**config.mk**
```make
export PLATFORM = sky130hd
export DESIGN_NAME = crp_path_ctrl
export DESIGN_NICKNAME = d
export VERILOG_FILES = /design/src/pkg/crp_pkg.sv /design/src/core/crp_skid_buf.sv /design/src/core/crp_path_ctrl.sv
export VERILOG_INCLUDE_DIRS = /design/src /design/src/pkg
export SDC_FILE = /design/constraint.sdc
export NUM_CORES = 1
export LEC_CHECK = 0
export BUFFER_PORTS_ARGS = -buffer_cell sky130_fd_sc_hd__buf_4
export CAP_MARGIN = 10
export CORE_MARGIN = 2
export CORE_UTILIZATION = 35
export DETAILED_ROUTE_END_ITERATION = 12
export PLACE_DENSITY = 0.65
export SETUP_SLACK_MARGIN = 0.02
export SYNTH_ARGS = -nofsm -noshare
export SYNTH_HDL_FRONTEND = slang
export SYNTH_SLANG_ARGS = --single-unit
```
**constraint.sdc**
```tcl
create_clock -name mclk_in -period 3.5 [get_ports mclk_in]
set_clock_uncertainty 0.2 [all_clocks]
set_input_delay 0.875 -clock mclk_in [delete_from_list [all_inputs] [get_ports mclk_in]]
set_output_delay 0.875 -clock mclk_in [all_outputs]
set_load 0.05 [all_outputs]
```
**src/pkg/crp_map.svh**
```systemverilog
`ifndef CRP_MAP_SVH
`define CRP_MAP_SVH
`define CRP_OFS_CLOCK_SETUP 16'h4000
`define CRP_OFS_PDM_TONE 16'h4008
`define CRP_OFS_BIAS_TONE_EN 16'h4010
`define CRP_OFS_RECORD_CTRL 16'h4019
`define CRP_OFS_RECORD_LVOL 16'h401a
`define CRP_OFS_RECORD_RVOL 16'h401b
`define CRP_OFS_MONO_MIX 16'h401f
`define CRP_OFS_SPEAKER 16'h4027
`define CRP_OFS_PLAY_CTRL 16'h402a
`define CRP_OFS_PLAY_LVOL 16'h402b
`define CRP_OFS_PLAY_RVOL 16'h402c
`define CRP_OFS_STATUS 16'h4030
`define CRP_RST_REG 8'h00
// pdm_mic_and_tone_setup fields
`define CRP_PDM_EN1_BIT 0
`define CRP_PDM_EN2_BIT 1
`define CRP_TONE_MUTE_BIT 2
`define CRP_TONE_GAIN_LSB 3
// bias_and_tone_enable fields
`define CRP_TONE_EN_BIT 0
// record_path_control fields
`define CRP_REC_OSR_BIT 0
`define CRP_REC_EN_BIT 1
`define CRP_REC_HPF_BIT 5
// playback_path_control fields
`define CRP_PLAY_OSR_BIT 0
`define CRP_PLAY_EN_BIT 1
`define CRP_PLAY_DEEMPH_BIT 2
// mono_mixer_setup fields
`define CRP_MIX_LEFT_BIT 0
`define CRP_MIX_RIGHT_BIT 1
`define CRP_MIX_TONE_BIT 2
// speaker_output_setup fields
`define CRP_SPK_EN_BIT 0
`define CRP_SPK_MUTE_BIT 1
`define CRP_SPK_GAIN_LSB 2
// clock_setup fields
`define CRP_MCK_DIV_LSB 0
// precharge time
`define CRP_PRECHARGE_MS 8
`define CRP_CLK_MHZ 200
`define CRP_PRECHARGE_CYC (`CRP_PRECHARGE_MS * 1000 * `CRP_CLK_MHZ)
`define CRP_GATE_CYC 4
`endif

```
**src/pkg/crp_pkg.sv**
```systemverilog
package crp_pkg;
  typedef enum logic [1:0] {
    CRP_SRC_NONE,
    CRP_SRC_ANALOG,
    CRP_SRC_PDM
  } crp_src_t;
  typedef enum logic [2:0] {
    CRP_SPK_OFF,
    CRP_SPK_CHARGE,
    CRP_SPK_GATE,
    CRP_SPK_ON,
    CRP_SPK_MUTING,
    CRP_SPK_UNGATE
  } crp_spk_state_t;
endpackage

```
**src/core/crp_skid_buf.sv**
```systemverilog
`timescale 1ns/1ps
// two-entry buffer; ready stays high while one slot is free, and a word offered while both slots are full is not taken
module crp_skid_buf #(
  parameter int WIDTH = 48
) (
  input wire logic mclk_in,
  input wire logic arst_n_in,
  input wire logic in_valid_in,
  output logic in_ready_out,
  input wire logic [WIDTH-1:0] in_data_in,
  output logic out_valid_out,
  input wire logic out_ready_in,
  output logic [WIDTH-1:0] out_data_out
);
  logic [WIDTH-1:0] slot0;
  logic [WIDTH-1:0] slot1;
  logic [1:0] count;
  logic push;
  logic pop;

  assign push = in_valid_in && in_ready_out;
  assign pop = out_valid_out && out_ready_in;

  always_ff @(posedge mclk_in or negedge arst_n_in) begin
    if (!arst_n_in) begin
      count <= 2'h0;
    end else begin
      count <= count + {1'b0, push} - {1'b0, pop};
    end
  end

  always_ff @(posedge mclk_in or negedge arst_n_in) begin
    if (!arst_n_in) begin
      slot0 <= '0;
      slot1 <= '0;
    end else begin
      if (pop) begin
        slot0 <= (count == 2'h2) ? slot1 : in_data_in;
      end else if (push && count == 2'h0) begin
        slot0 <= in_data_in;
      end
      if (push && ((count == 2'h1 && !pop) || (count == 2'h2))) begin
        slot1 <= in_data_in;
      end
    end
  end

  always_ff @(posedge mclk_in or negedge arst_n_in) begin
    if (!arst_n_in) begin
      in_ready_out <= 1'b1;
      out_valid_out <= 1'b0;
    end else begin
      in_ready_out <= (count + {1'b0, push} - {1'b0, pop}) != 2'h2;
      out_valid_out <= (count + {1'b0, push} - {1'b0, pop}) != 2'h0;
    end
  end

  assign out_data_out = slot0;
endmodule // crp_skid_buf

```
**src/core/crp_path_ctrl.sv**
```systemverilog
`timescale 1ns/1ps
`include "crp_map.svh"
module crp_path_ctrl
  import crp_pkg::*;
#(
  parameter int PRECHARGE_CYC = `CRP_PRECHARGE_CYC,
  parameter int SAMPLE_W = 24
) (
  input wire logic mclk_in,
  input wire logic arst_n_in,
  input wire logic [15:0] reg_addr_in,
  input wire logic [7:0] reg_wdata_in,
  input wire logic reg_wr_in,
  input wire logic reg_rd_in,
  output logic [7:0] reg_rdata_out,
  input wire logic sample_tick_in,
  input wire logic [SAMPLE_W-1:0] rec_adc_left_in,
  input wire logic [SAMPLE_W-1:0] rec_adc_right_in,
  input wire logic pdm_mic_data_1,
  input wire logic pdm_mic_data_2,
  output logic mic_clock_out,
  output logic rec_valid_out,
  input wire logic rec_ready_in,
  output logic [SAMPLE_W-1:0] rec_left_out,
  output logic [SAMPLE_W-1:0] rec_right_out,
  output logic pdm_bits_out,
  output logic rec_analog_en_out,
  output logic rec_osr128_out,
  output logic rec_hpf_en_out,
  output logic [7:0] rec_left_atten_out,
  output logic [7:0] rec_right_atten_out,
  output logic play_en_out,
  output logic play_osr128_out,
  output logic play_deemph_en_out,
  output logic [7:0] play_left_atten_out,
  output logic [7:0] play_right_atten_out,
  output logic line_left_dac_out,
  output logic line_right_dac_out,
  output logic line_tone_out,
  output logic mono_left_out,
  output logic mono_right_out,
  output logic mono_tone_out,
  output logic [4:0] tone_gain_out,
  output logic tone_mute_out,
  output logic [1:0] spk_gain_out,
  output logic spk_precharge_out,
  output logic spk_gate_out,
  output logic spk_mute_release_out
);
  logic [7:0] clock_setup;
  logic [7:0] pdm_mic_and_tone_setup;
  logic [7:0] bias_and_tone_enable;
  logic [7:0] mono_mixer_setup;
  logic [7:0] record_path_control;
  logic [7:0] record_left_volume;
  logic [7:0] record_right_volume;
  logic [7:0] speaker_output_setup;
  logic [7:0] playback_path_control;
  logic [7:0] playback_left_volume;
  logic [7:0] playback_right_volume;
  crp_src_t rec_src;
  crp_spk_state_t spk_state;
  logic [31:0] spk_count;
  logic [7:0] mck_count;
  logic [SAMPLE_W-1:0] pdm_acc_l;
  logic [SAMPLE_W-1:0] pdm_acc_r;
  logic mck_rise;
  logic spk_on_req;
  logic buf_valid;
  logic [2*SAMPLE_W-1:0] buf_out;
  logic [SAMPLE_W-1:0] next_left;
  logic [SAMPLE_W-1:0] next_right;
  logic pdm_sel;
  logic pdm_any;

  ////////////////////////////////////////////////////////////////////////////
  // register port
  always_ff @(posedge mclk_in or negedge arst_n_in) begin
    if (!arst_n_in) begin
      clock_setup <= `CRP_RST_REG;
      pdm_mic_and_tone_setup <= `CRP_RST_REG;
      bias_and_tone_enable <= `CRP_RST_REG;
      mono_mixer_setup <= `CRP_RST_REG;
      record_path_control <= `CRP_RST_REG;
      record_left_volume <= `CRP_RST_REG;
      record_right_volume <= `CRP_RST_REG;
      speaker_output_setup <= `CRP_RST_REG;
      playback_path_control <= `CRP_RST_REG;
      playback_left_volume <= `CRP_RST_REG;
      playback_right_volume <= `CRP_RST_REG;
    end else if (reg_wr_in) begin
      case (reg_addr_in)
        `CRP_OFS_CLOCK_SETUP: clock_setup <= reg_wdata_in;
        `CRP_OFS_PDM_TONE: pdm_mic_and_tone_setup <= reg_wdata_in;
        `CRP_OFS_BIAS_TONE_EN: bias_and_tone_enable <= reg_wdata_in;
        `CRP_OFS_MONO_MIX: mono_mixer_setup <= reg_wdata_in;
        `CRP_OFS_RECORD_CTRL: record_path_control <= reg_wdata_in;
        `CRP_OFS_RECORD_LVOL: record_left_volume <= reg_wdata_in;
        `CRP_OFS_RECORD_RVOL: record_right_volume <= reg_wdata_in;
        `CRP_OFS_SPEAKER: speaker_output_setup <= reg_wdata_in;
        `CRP_OFS_PLAY_CTRL: playback_path_control <= reg_wdata_in;
        `CRP_OFS_PLAY_LVOL: playback_left_volume <= reg_wdata_in;
        `CRP_OFS_PLAY_RVOL: playback_right_volume <= reg_wdata_in;
        default: ;
      endcase
    end
  end

  always_ff @(posedge mclk_in or negedge arst_n_in) begin
    if (!arst_n_in) begin
      reg_rdata_out <= 8'h00;
    end else if (reg_rd_in) begin
      case (reg_addr_in)
        `CRP_OFS_CLOCK_SETUP: reg_rdata_out <= clock_setup;
        `CRP_OFS_PDM_TONE: reg_rdata_out <= pdm_mic_and_tone_setup;
        `CRP_OFS_BIAS_TONE_EN: reg_rdata_out <= bias_and_tone_enable;
        `CRP_OFS_MONO_MIX: reg_rdata_out <= mono_mixer_setup;
        `CRP_OFS_RECORD_CTRL: reg_rdata_out <= record_path_control;
        `CRP_OFS_RECORD_LVOL: reg_rdata_out <= record_left_volume;
        `CRP_OFS_RECORD_RVOL: reg_rdata_out <= record_right_volume;
        `CRP_OFS_SPEAKER: reg_rdata_out <= speaker_output_setup;
        `CRP_OFS_PLAY_CTRL: reg_rdata_out <= playback_path_control;
        `CRP_OFS_PLAY_LVOL: reg_rdata_out <= playback_left_volume;
        `CRP_OFS_PLAY_RVOL: reg_rdata_out <= playback_right_volume;
        `CRP_OFS_STATUS: reg_rdata_out <= {3'h0, spk_state, rec_src};
        default: reg_rdata_out <= 8'h00;
      endcase
    end else begin
      reg_rdata_out <= 8'h00;
    end
  end

  ////////////////////////////////////////////////////////////////////////////
  // settings applied at sample boundary
  assign pdm_any = pdm_mic_and_tone_setup[`CRP_PDM_EN1_BIT]
                || pdm_mic_and_tone_setup[`CRP_PDM_EN2_BIT];

  always_ff @(posedge mclk_in or negedge arst_n_in) begin
    if (!arst_n_in) begin
      rec_src <= CRP_SRC_NONE;
      rec_analog_en_out <= 1'b0;
      rec_osr128_out <= 1'b0;
      rec_hpf_en_out <= 1'b0;
      rec_left_atten_out <= 8'h00;
      rec_right_atten_out <= 8'h00;
      play_en_out <= 1'b0;
      play_osr128_out <= 1'b0;
      play_deemph_en_out <= 1'b0;
      play_left_atten_out <= 8'h00;
      play_right_atten_out <= 8'h00;
    end else if (sample_tick_in) begin
      // pdm wins so decimation never sees both sources
      if (pdm_any) begin
        rec_src <= CRP_SRC_PDM;
      end else if (record_path_control[`CRP_REC_EN_BIT]) begin
        rec_src <= CRP_SRC_ANALOG;
      end else begin
        rec_src <= CRP_SRC_NONE;
      end
      rec_analog_en_out <= !pdm_any && record_path_control[`CRP_REC_EN_BIT];
      rec_osr128_out <= record_path_control[`CRP_REC_OSR_BIT];
      rec_hpf_en_out <= record_path_control[`CRP_REC_HPF_BIT];
      rec_left_atten_out <= record_left_volume;
      rec_right_atten_out <= record_right_volume;
      play_en_out <= playback_path_control[`CRP_PLAY_EN_BIT];
      play_osr128_out <= playback_path_control[`CRP_PLAY_OSR_BIT];
      play_deemph_en_out <= playback_path_control[`CRP_PLAY_DEEMPH_BIT];
      play_left_atten_out <= playback_left_volume;
      play_right_atten_out <= playback_right_volume;
    end
  end

  ////////////////////////////////////////////////////////////////////////////
  // output mixers; tone only when its input is enabled
  always_ff @(posedge mclk_in or negedge arst_n_in) begin
    if (!arst_n_in) begin
      line_left_dac_out <= 1'b0;
      line_right_dac_out <= 1'b0;
      line_tone_out <= 1'b0;
      mono_left_out <= 1'b0;
      mono_right_out <= 1'b0;
      mono_tone_out <= 1'b0;
      tone_gain_out <= 5'h00;
      tone_mute_out <= 1'b1;
    end else begin
      line_left_dac_out <= play_en_out;
      line_right_dac_out <= play_en_out;
      line_tone_out <= bias_and_tone_enable[`CRP_TONE_EN_BIT];
      mono_left_out <= mono_mixer_setup[`CRP_MIX_LEFT_BIT];
      mono_right_out <= mono_mixer_setup[`CRP_MIX_RIGHT_BIT];
      mono_tone_out <= mono_mixer_setup[`CRP_MIX_TONE_BIT]
                    && bias_and_tone_enable[`CRP_TONE_EN_BIT];
      tone_gain_out <= pdm_mic_and_tone_setup[`CRP_TONE_GAIN_LSB +: 5];
      tone_mute_out <= pdm_mic_and_tone_setup[`CRP_TONE_MUTE_BIT]
                    || !bias_and_tone_enable[`CRP_TONE_EN_BIT];
    end
  end

  ////////////////////////////////////////////////////////////////////////////
  // mic clock: divider (setting + 1) half periods
  assign mck_rise = (mck_count == clock_setup) && !mic_clock_out;

  always_ff @(posedge mclk_in or negedge arst_n_in) begin
    if (!arst_n_in) begin
      mck_count <= 8'h00;
      mic_clock_out <= 1'b0;
    end else if (!pdm_any) begin
      mck_count <= 8'h00;
      mic_clock_out <= 1'b0;
    end else if (mck_count >= clock_setup) begin
      mck_count <= 8'h00;
      mic_clock_out <= !mic_clock_out;
    end else begin
      mck_count <= mck_count + 8'h01;
    end
  end

  ////////////////////////////////////////////////////////////////////////////
  // pdm bits go straight to the decimator, converters bypassed
  assign pdm_sel = (rec_src == CRP_SRC_PDM);

  always_ff @(posedge mclk_in or negedge arst_n_in) begin
    if (!arst_n_in) begin
      pdm_bits_out <= 1'b0;
      pdm_acc_l <= '0;
      pdm_acc_r <= '0;
    end else begin
      pdm_bits_out <= pdm_sel && (pdm_mic_data_1 || pdm_mic_data_2);
      if (sample_tick_in) begin
        pdm_acc_l <= '0;
        pdm_acc_r <= '0;
      end else if (pdm_sel && mck_rise) begin
        pdm_acc_l <= pdm_acc_l + SAMPLE_W'(pdm_mic_data_1);
        pdm_acc_r <= pdm_acc_r + SAMPLE_W'(pdm_mic_data_2);
      end
    end
  end

  always_comb begin
    next_left = '0;
    next_right = '0;
    if (pdm_sel) begin
      next_left = pdm_mic_and_tone_setup[`CRP_PDM_EN1_BIT] ? pdm_acc_l : '0;
      next_right = pdm_mic_and_tone_setup[`CRP_PDM_EN2_BIT] ? pdm_acc_r : '0;
    end else if (rec_src == CRP_SRC_ANALOG) begin
      next_left = rec_adc_left_in;
      next_right = rec_adc_right_in;
    end
  end

  crp_skid_buf #(
    .WIDTH(2 * SAMPLE_W)
  ) u_rec_buf (
    .mclk_in(mclk_in),
    .arst_n_in(arst_n_in),
    .in_valid_in(sample_tick_in && rec_src != CRP_SRC_NONE),
    .in_ready_out(),
    .in_data_in({next_left, next_right}),
    .out_valid_out(buf_valid),
    .out_ready_in(rec_ready_in),
    .out_data_out(buf_out)
  );

  // buffer flops drive the outputs, so valid, data and ready meet at one edge
  assign rec_valid_out = buf_valid;
  assign rec_left_out = buf_out[2*SAMPLE_W-1:SAMPLE_W];
  assign rec_right_out = buf_out[SAMPLE_W-1:0];

  ////////////////////////////////////////////////////////////////////////////
  // speaker sequencer
  assign spk_on_req = speaker_output_setup[`CRP_SPK_EN_BIT];

  always_ff @(posedge mclk_in or negedge arst_n_in) begin
    if (!arst_n_in) begin
      spk_state <= CRP_SPK_OFF;
      spk_count <= 32'h0;
    end else begin
      spk_count <= spk_count + 32'h1;
      case (spk_state)
        CRP_SPK_OFF: begin
          spk_count <= 32'h0;
          if (spk_on_req) spk_state <= CRP_SPK_CHARGE;
        end
        CRP_SPK_CHARGE: begin
          if (!spk_on_req) begin
            spk_state <= CRP_SPK_OFF;
          end else if (spk_count == 32'(PRECHARGE_CYC - 1)) begin
            spk_state <= CRP_SPK_ON;
          end
        end
        CRP_SPK_ON: begin
          spk_count <= 32'h0;
          if (!spk_on_req) spk_state <= CRP_SPK_MUTING;
        end
        CRP_SPK_MUTING: begin
          if (spk_count == 32'(`CRP_GATE_CYC - 1)) begin
            spk_state <= CRP_SPK_UNGATE;
            spk_count <= 32'h0;
          end
        end
        CRP_SPK_UNGATE: begin
          if (spk_count == 32'(`CRP_GATE_CYC - 1)) spk_state <= CRP_SPK_OFF;
        end
        default: spk_state <= CRP_SPK_OFF;
      endcase
    end
  end

  always_ff @(posedge mclk_in or negedge arst_n_in) begin
    if (!arst_n_in) begin
      spk_precharge_out <= 1'b0;
      spk_gate_out <= 1'b0;
      spk_mute_release_out <= 1'b0;
      spk_gain_out <= 2'h0;
    end else begin
      spk_gain_out <= speaker_output_setup[`CRP_SPK_GAIN_LSB +: 2];
      // precharge held through ungating, so it is the last step undone
      spk_precharge_out <= spk_state != CRP_SPK_OFF;
      spk_gate_out <= spk_state == CRP_SPK_CHARGE || spk_state == CRP_SPK_ON
                   || spk_state == CRP_SPK_MUTING;
      spk_mute_release_out <= spk_state == CRP_SPK_ON
                           && !speaker_output_setup[`CRP_SPK_MUTE_BIT];
    end
  end

  a_mute_after_charge: assert property (@(posedge mclk_in) disable iff (!arst_n_in)
    $rose(spk_mute_release_out) |-> $past(spk_gate_out, 2))
    else $error("mute released without precharge");
  a_mute_before_ungate: assert property (@(posedge mclk_in) disable iff (!arst_n_in)
    $fell(spk_gate_out) |-> !spk_mute_release_out)
    else $error("gating undone while unmuted");
  a_off_no_output: assert property (@(posedge mclk_in) disable iff (!arst_n_in)
    !spk_precharge_out |-> !spk_mute_release_out)
    else $error("speaker unmuted while powered down");
  a_single_source: assert property (@(posedge mclk_in) disable iff (!arst_n_in)
    rec_src == CRP_SRC_PDM |=> !rec_analog_en_out || $past(sample_tick_in))
    else $error("both record sources active");
  a_hpf_boundary: assert property (@(posedge mclk_in) disable iff (!arst_n_in)
    $changed(rec_hpf_en_out) |-> $past(sample_tick_in))
    else $error("filter changed off boundary");
  a_atten_follow: assert property (@(posedge mclk_in) disable iff (!arst_n_in)
    sample_tick_in |=> play_left_atten_out == $past(playback_left_volume))
    else $error("playback attenuation not applied");
  a_rec_atten: assert property (@(posedge mclk_in) disable iff (!arst_n_in)
    sample_tick_in |=> rec_right_atten_out == $past(record_right_volume))
    else $error("record attenuation not applied");
  a_tone_gate: assert property (@(posedge mclk_in) disable iff (!arst_n_in)
    !bias_and_tone_enable[`CRP_TONE_EN_BIT] |=> !mono_tone_out && tone_mute_out)
    else $error("tone mixed while disabled");
endmodule // crp_path_ctrl

```
==> qor.csv <==
stage;metric;value;unit
floorplanning;Chip Height;215.1;um
cts;clock-pin slew on the worst setup and hold paths;0.06;ns
setup_path;CP Launch Type;input port;
drt;routed vias;11720;
cts;Root Buffer;clkbuf_16;
place;port bufs;193;
cells_and_area;final net count;1732;
synthesis;Synth Area in Compound Gates;11.48;%
synthesis;area leader, netlist;dfrtp_1;
cells_and_area;Layout Area Growth over Synthesis;22.90;%
floorplanning;number of cell rows;77;
place;dpl cells;2187;
synthesis;Post-Syn Instances;1439;
timing;WHS;0.1264;ns
cts;CTS Buf Count;39;
timing;Final setup violation count;0;
place;dpl hpwl;29550;um
synthesis;EDFF count, synth;0;
synthesis;Post-Syn Area;0.01559;mm^2
synthesis;syn avg cell area;10.83;um^2
cells_and_area;diodes inserted;0;
power_and_ir_drop;power per cell area;572.4;mW/mm^2
synthesis;register area share after synthesis;55.23;%
timing;Worst slew margin;25.81;%
setup_path;reg-to-reg startpoint;clock_setup[7];
power_and_ir_drop;leakage power total;9.031;nW
setup_path;CP required;3.73;ns
drt;via/cell ratio;5.197;
run;total of max-cap violations;0;
setup_path;CP endpoint kind;register;
global_routing;met2 usage;29.84;%
cts;H-tree depth;2;
timing;Fmax;365.0;MHz
timing;Final min period;2.740;ns
worst_hold_path;worst min path class;input port to async pin;
synthesis;Synth async-reset ratio;100.0;%
setup_path;Crit-path slowest cell;or4b_1;
timing;crit share post-route;78.28;%
timing;RSZ-0062 raised after global routing;false;
synthesis;Yosys warning count;0;
cts;hold_buf cts;0;
power_and_ir_drop;maximum vdd drop;0.0003565;V
global_routing;met3 Use GR;3.496;%
cells_and_area;Post-Layout Cell Count;2256;
cts;Resize count post-CTS;0;
floorplanning;I/O pin count;194;
global_routing;GR peak layer;met2;
place;GP Congestion;0.9173;
timing;Final Hold Viols;0;
global_routing;vias in the first global route;11700;
synthesis;Mapped Nets;1535;
floorplanning;Initial Util;35.33;%
setup_path;Max FO, Critical Path;9;
cts;# clock sinks;344;
drt;drt total wl;41650;um
synthesis;XOR/XNOR Fraction of Synth Area;4.101;%
cells_and_area;ratio of cells with drive above 1 in the final layout;27.28;%
cts;setup bufs post-CTS;0;
synthesis;Synth top area share;54.90;%
cells_and_area;post-layout util;43.42;%
floorplanning;die area;0.04625;mm^2
setup_path;crit-path cells;buf_4 > or4b_1 > nor3_4 > nand2_2 > nor2_4 > mux2_2;
synthesis;Cell variety after synth;65;
synthesis;top post-synthesis cells by area;dfrtp_1 55%, mux2_2 8.5%, nor2_1 4.0%;
global_routing;gr ovfl total;0;
setup_path;Critical Path AT;2.97;ns
synthesis;Post-synth top cells;342 x dfrtp_1, 165 x nor2_1, 139 x nand2_1, 118 x mux2_2, 113 x o21ai_0;
setup_path;crit path kind;input port to register;
timing;worst-margin pin slew;1.113;ns
synthesis;Synth Area in Adders;1.284;%
synthesis;post-synthesis mux area share;9.607;%
drt;routed len/inst;18.46;um
synthesis;combinational family with the most area after synthesis;simple AND/OR/NAND/NOR gates;
synthesis;Simple-Gate Fraction of Synth Area;15.48;%
drt;drt pass-1 iters;5;
timing;post-route setup TNS;0;ns
timing;Final Max Slew Viols;0;
synthesis;#FFs+latches synth;344;
drt;post-route ant nets;0;
cts;CTS tree;built;
cts;worst skew pair latency;0.55;ns
synthesis;most common flop cell mapped by yosys;dfrtp_1;
global_routing;largest net degree at the start of global routing;97;
floorplanning;Die W;215.1;um
outcome;status;complete, no violations;
synthesis;top-count cell post-synth;dfrtp_1;
global_routing;GRT Overall Usage;18.09;%
global_routing;initial antenna violation count;0;
drt;Detailed Route Iter0 Violations;896;
cts;Longest Clk Path Bufs;3;
setup_path;R2R Path End;pdm_acc_r[23];
setup_path;Crit path largest cell delay;0.81;ns
setup_path;Worst Reg-to-Reg Cells;9;
global_routing;met1 Usage GRT;24.59;%
setup_path;worst reg-to-reg setup slack;0.77;ns
floorplanning;core area;0.04412;mm^2
drt;detailed-route DRC error count;0;
global_routing;first-pass GRT wire length;66600;um
power_and_ir_drop;total power;0.01097;W
[report_power, final]
| group | internal (W) | switching (W) | total [W] |
|---|---|---|---|
| registers | 0.00448 | 0.000262 | 0.00474 |
| clock network | 0.00246 | 0.00164 | 0.00409 |
| logic | 0.000670 | 0.00146 | 0.00213 |
| total | 0.00760 | 0.00336 | 0.0110 |
[through the flow]
step | cell area, um^2 | setup WS (ns)
floorplan | 15590 | 0.5461
global placement | 17870 | 0.2283
detailed placement | 17870 | 0.2153
CTS | 19160 | 0.7601
global route | 19160 | 0.5887
finish | 19160 | 0.7604
[routing by layer]
| metal | up-vias | wire length, um |
|---|---|---|
| met4 | 0 | 804 |
| li1 | 5506 | - |
| met3 | 55 | 2108 |
| met1 | 5826 | 18870 |
| met5 | - | 0 |
| met2 | 337 | 19870 |
[state kept, by name, summed over array words and instances (netlist names), 24 cells and up]
register                flops
u_rec_buf.out_data_out     48
u_rec_buf.slot1            48
spk_count                  32
pdm_acc_l                  24
pdm_acc_r                  24
[kinds of logic (layout without fill, tap and decap cells)]
logic type	count (synthesis)	count (layout)
and+or+nand+nor	480	480
buffers and inverters	105	330
DFF	344	344
xor gates and xnor gates	73	73
adders and majority gates	16	16
muxes	132	132
AOI/OAI and AO/OA	289	289
[how the worst max path moves through the flow]
| stage | to | cells past startpoint | start |
|---|---|---|---|
| finish | record_right_volume[4] | 6 | reg_addr_in[5] |
| global route | spk_count[6] | 8 | spk_count[0] |
| CTS | pdm_acc_r[23] | 9 | clock_setup[7] |
| detailed placement | record_right_volume[2] | 6 | reg_addr_in[5] |
| global placement | reg_rdata_out[2] | 7 | reg_addr_in[4] |
| floorplan | record_left_volume[0] | 6 | reg_addr_in[5] |
[cells in the final DEF, fill, tap and decap left out, drive strengths merged, types with 3 or more instances in the layout]
cell type,n
nand4,26
xor2,42
clkbuf,57
a22o,16
mux2i,6
nor2,169
nand2b,3
and3,18
a21oi,64
or4,3
nor3,16
and4,8
and2,3
o21ai,114
or2,3
mux2,126
or3,13
a221oi,18
a222oi,4
xnor2,31
clkinv,8
a22oi,51
dfrtp,342
nand3,33
inv,28
or4b,3
buf,233
nand2,146
a31oi,8
nor4,21
nor2b,5
ha,16
[layout make-up]
type	instances	area, um^2
sequential	344	8611
fill	4170	24970
tap	592	740.7
timing repair buffer	233	1832
inverter	28	105.1
multi-input combinational	990	6583
clock inverter	12	122.6
clock buffer	57	1166
[critical path: cells and delay by family]
family,cells,cell delay [ns]
muxes,1,0.38
and+or+nand+nor,4,1.58
buffers and inverters,1,0.13
Note: power is estimated with default switching activity, not from simulation.
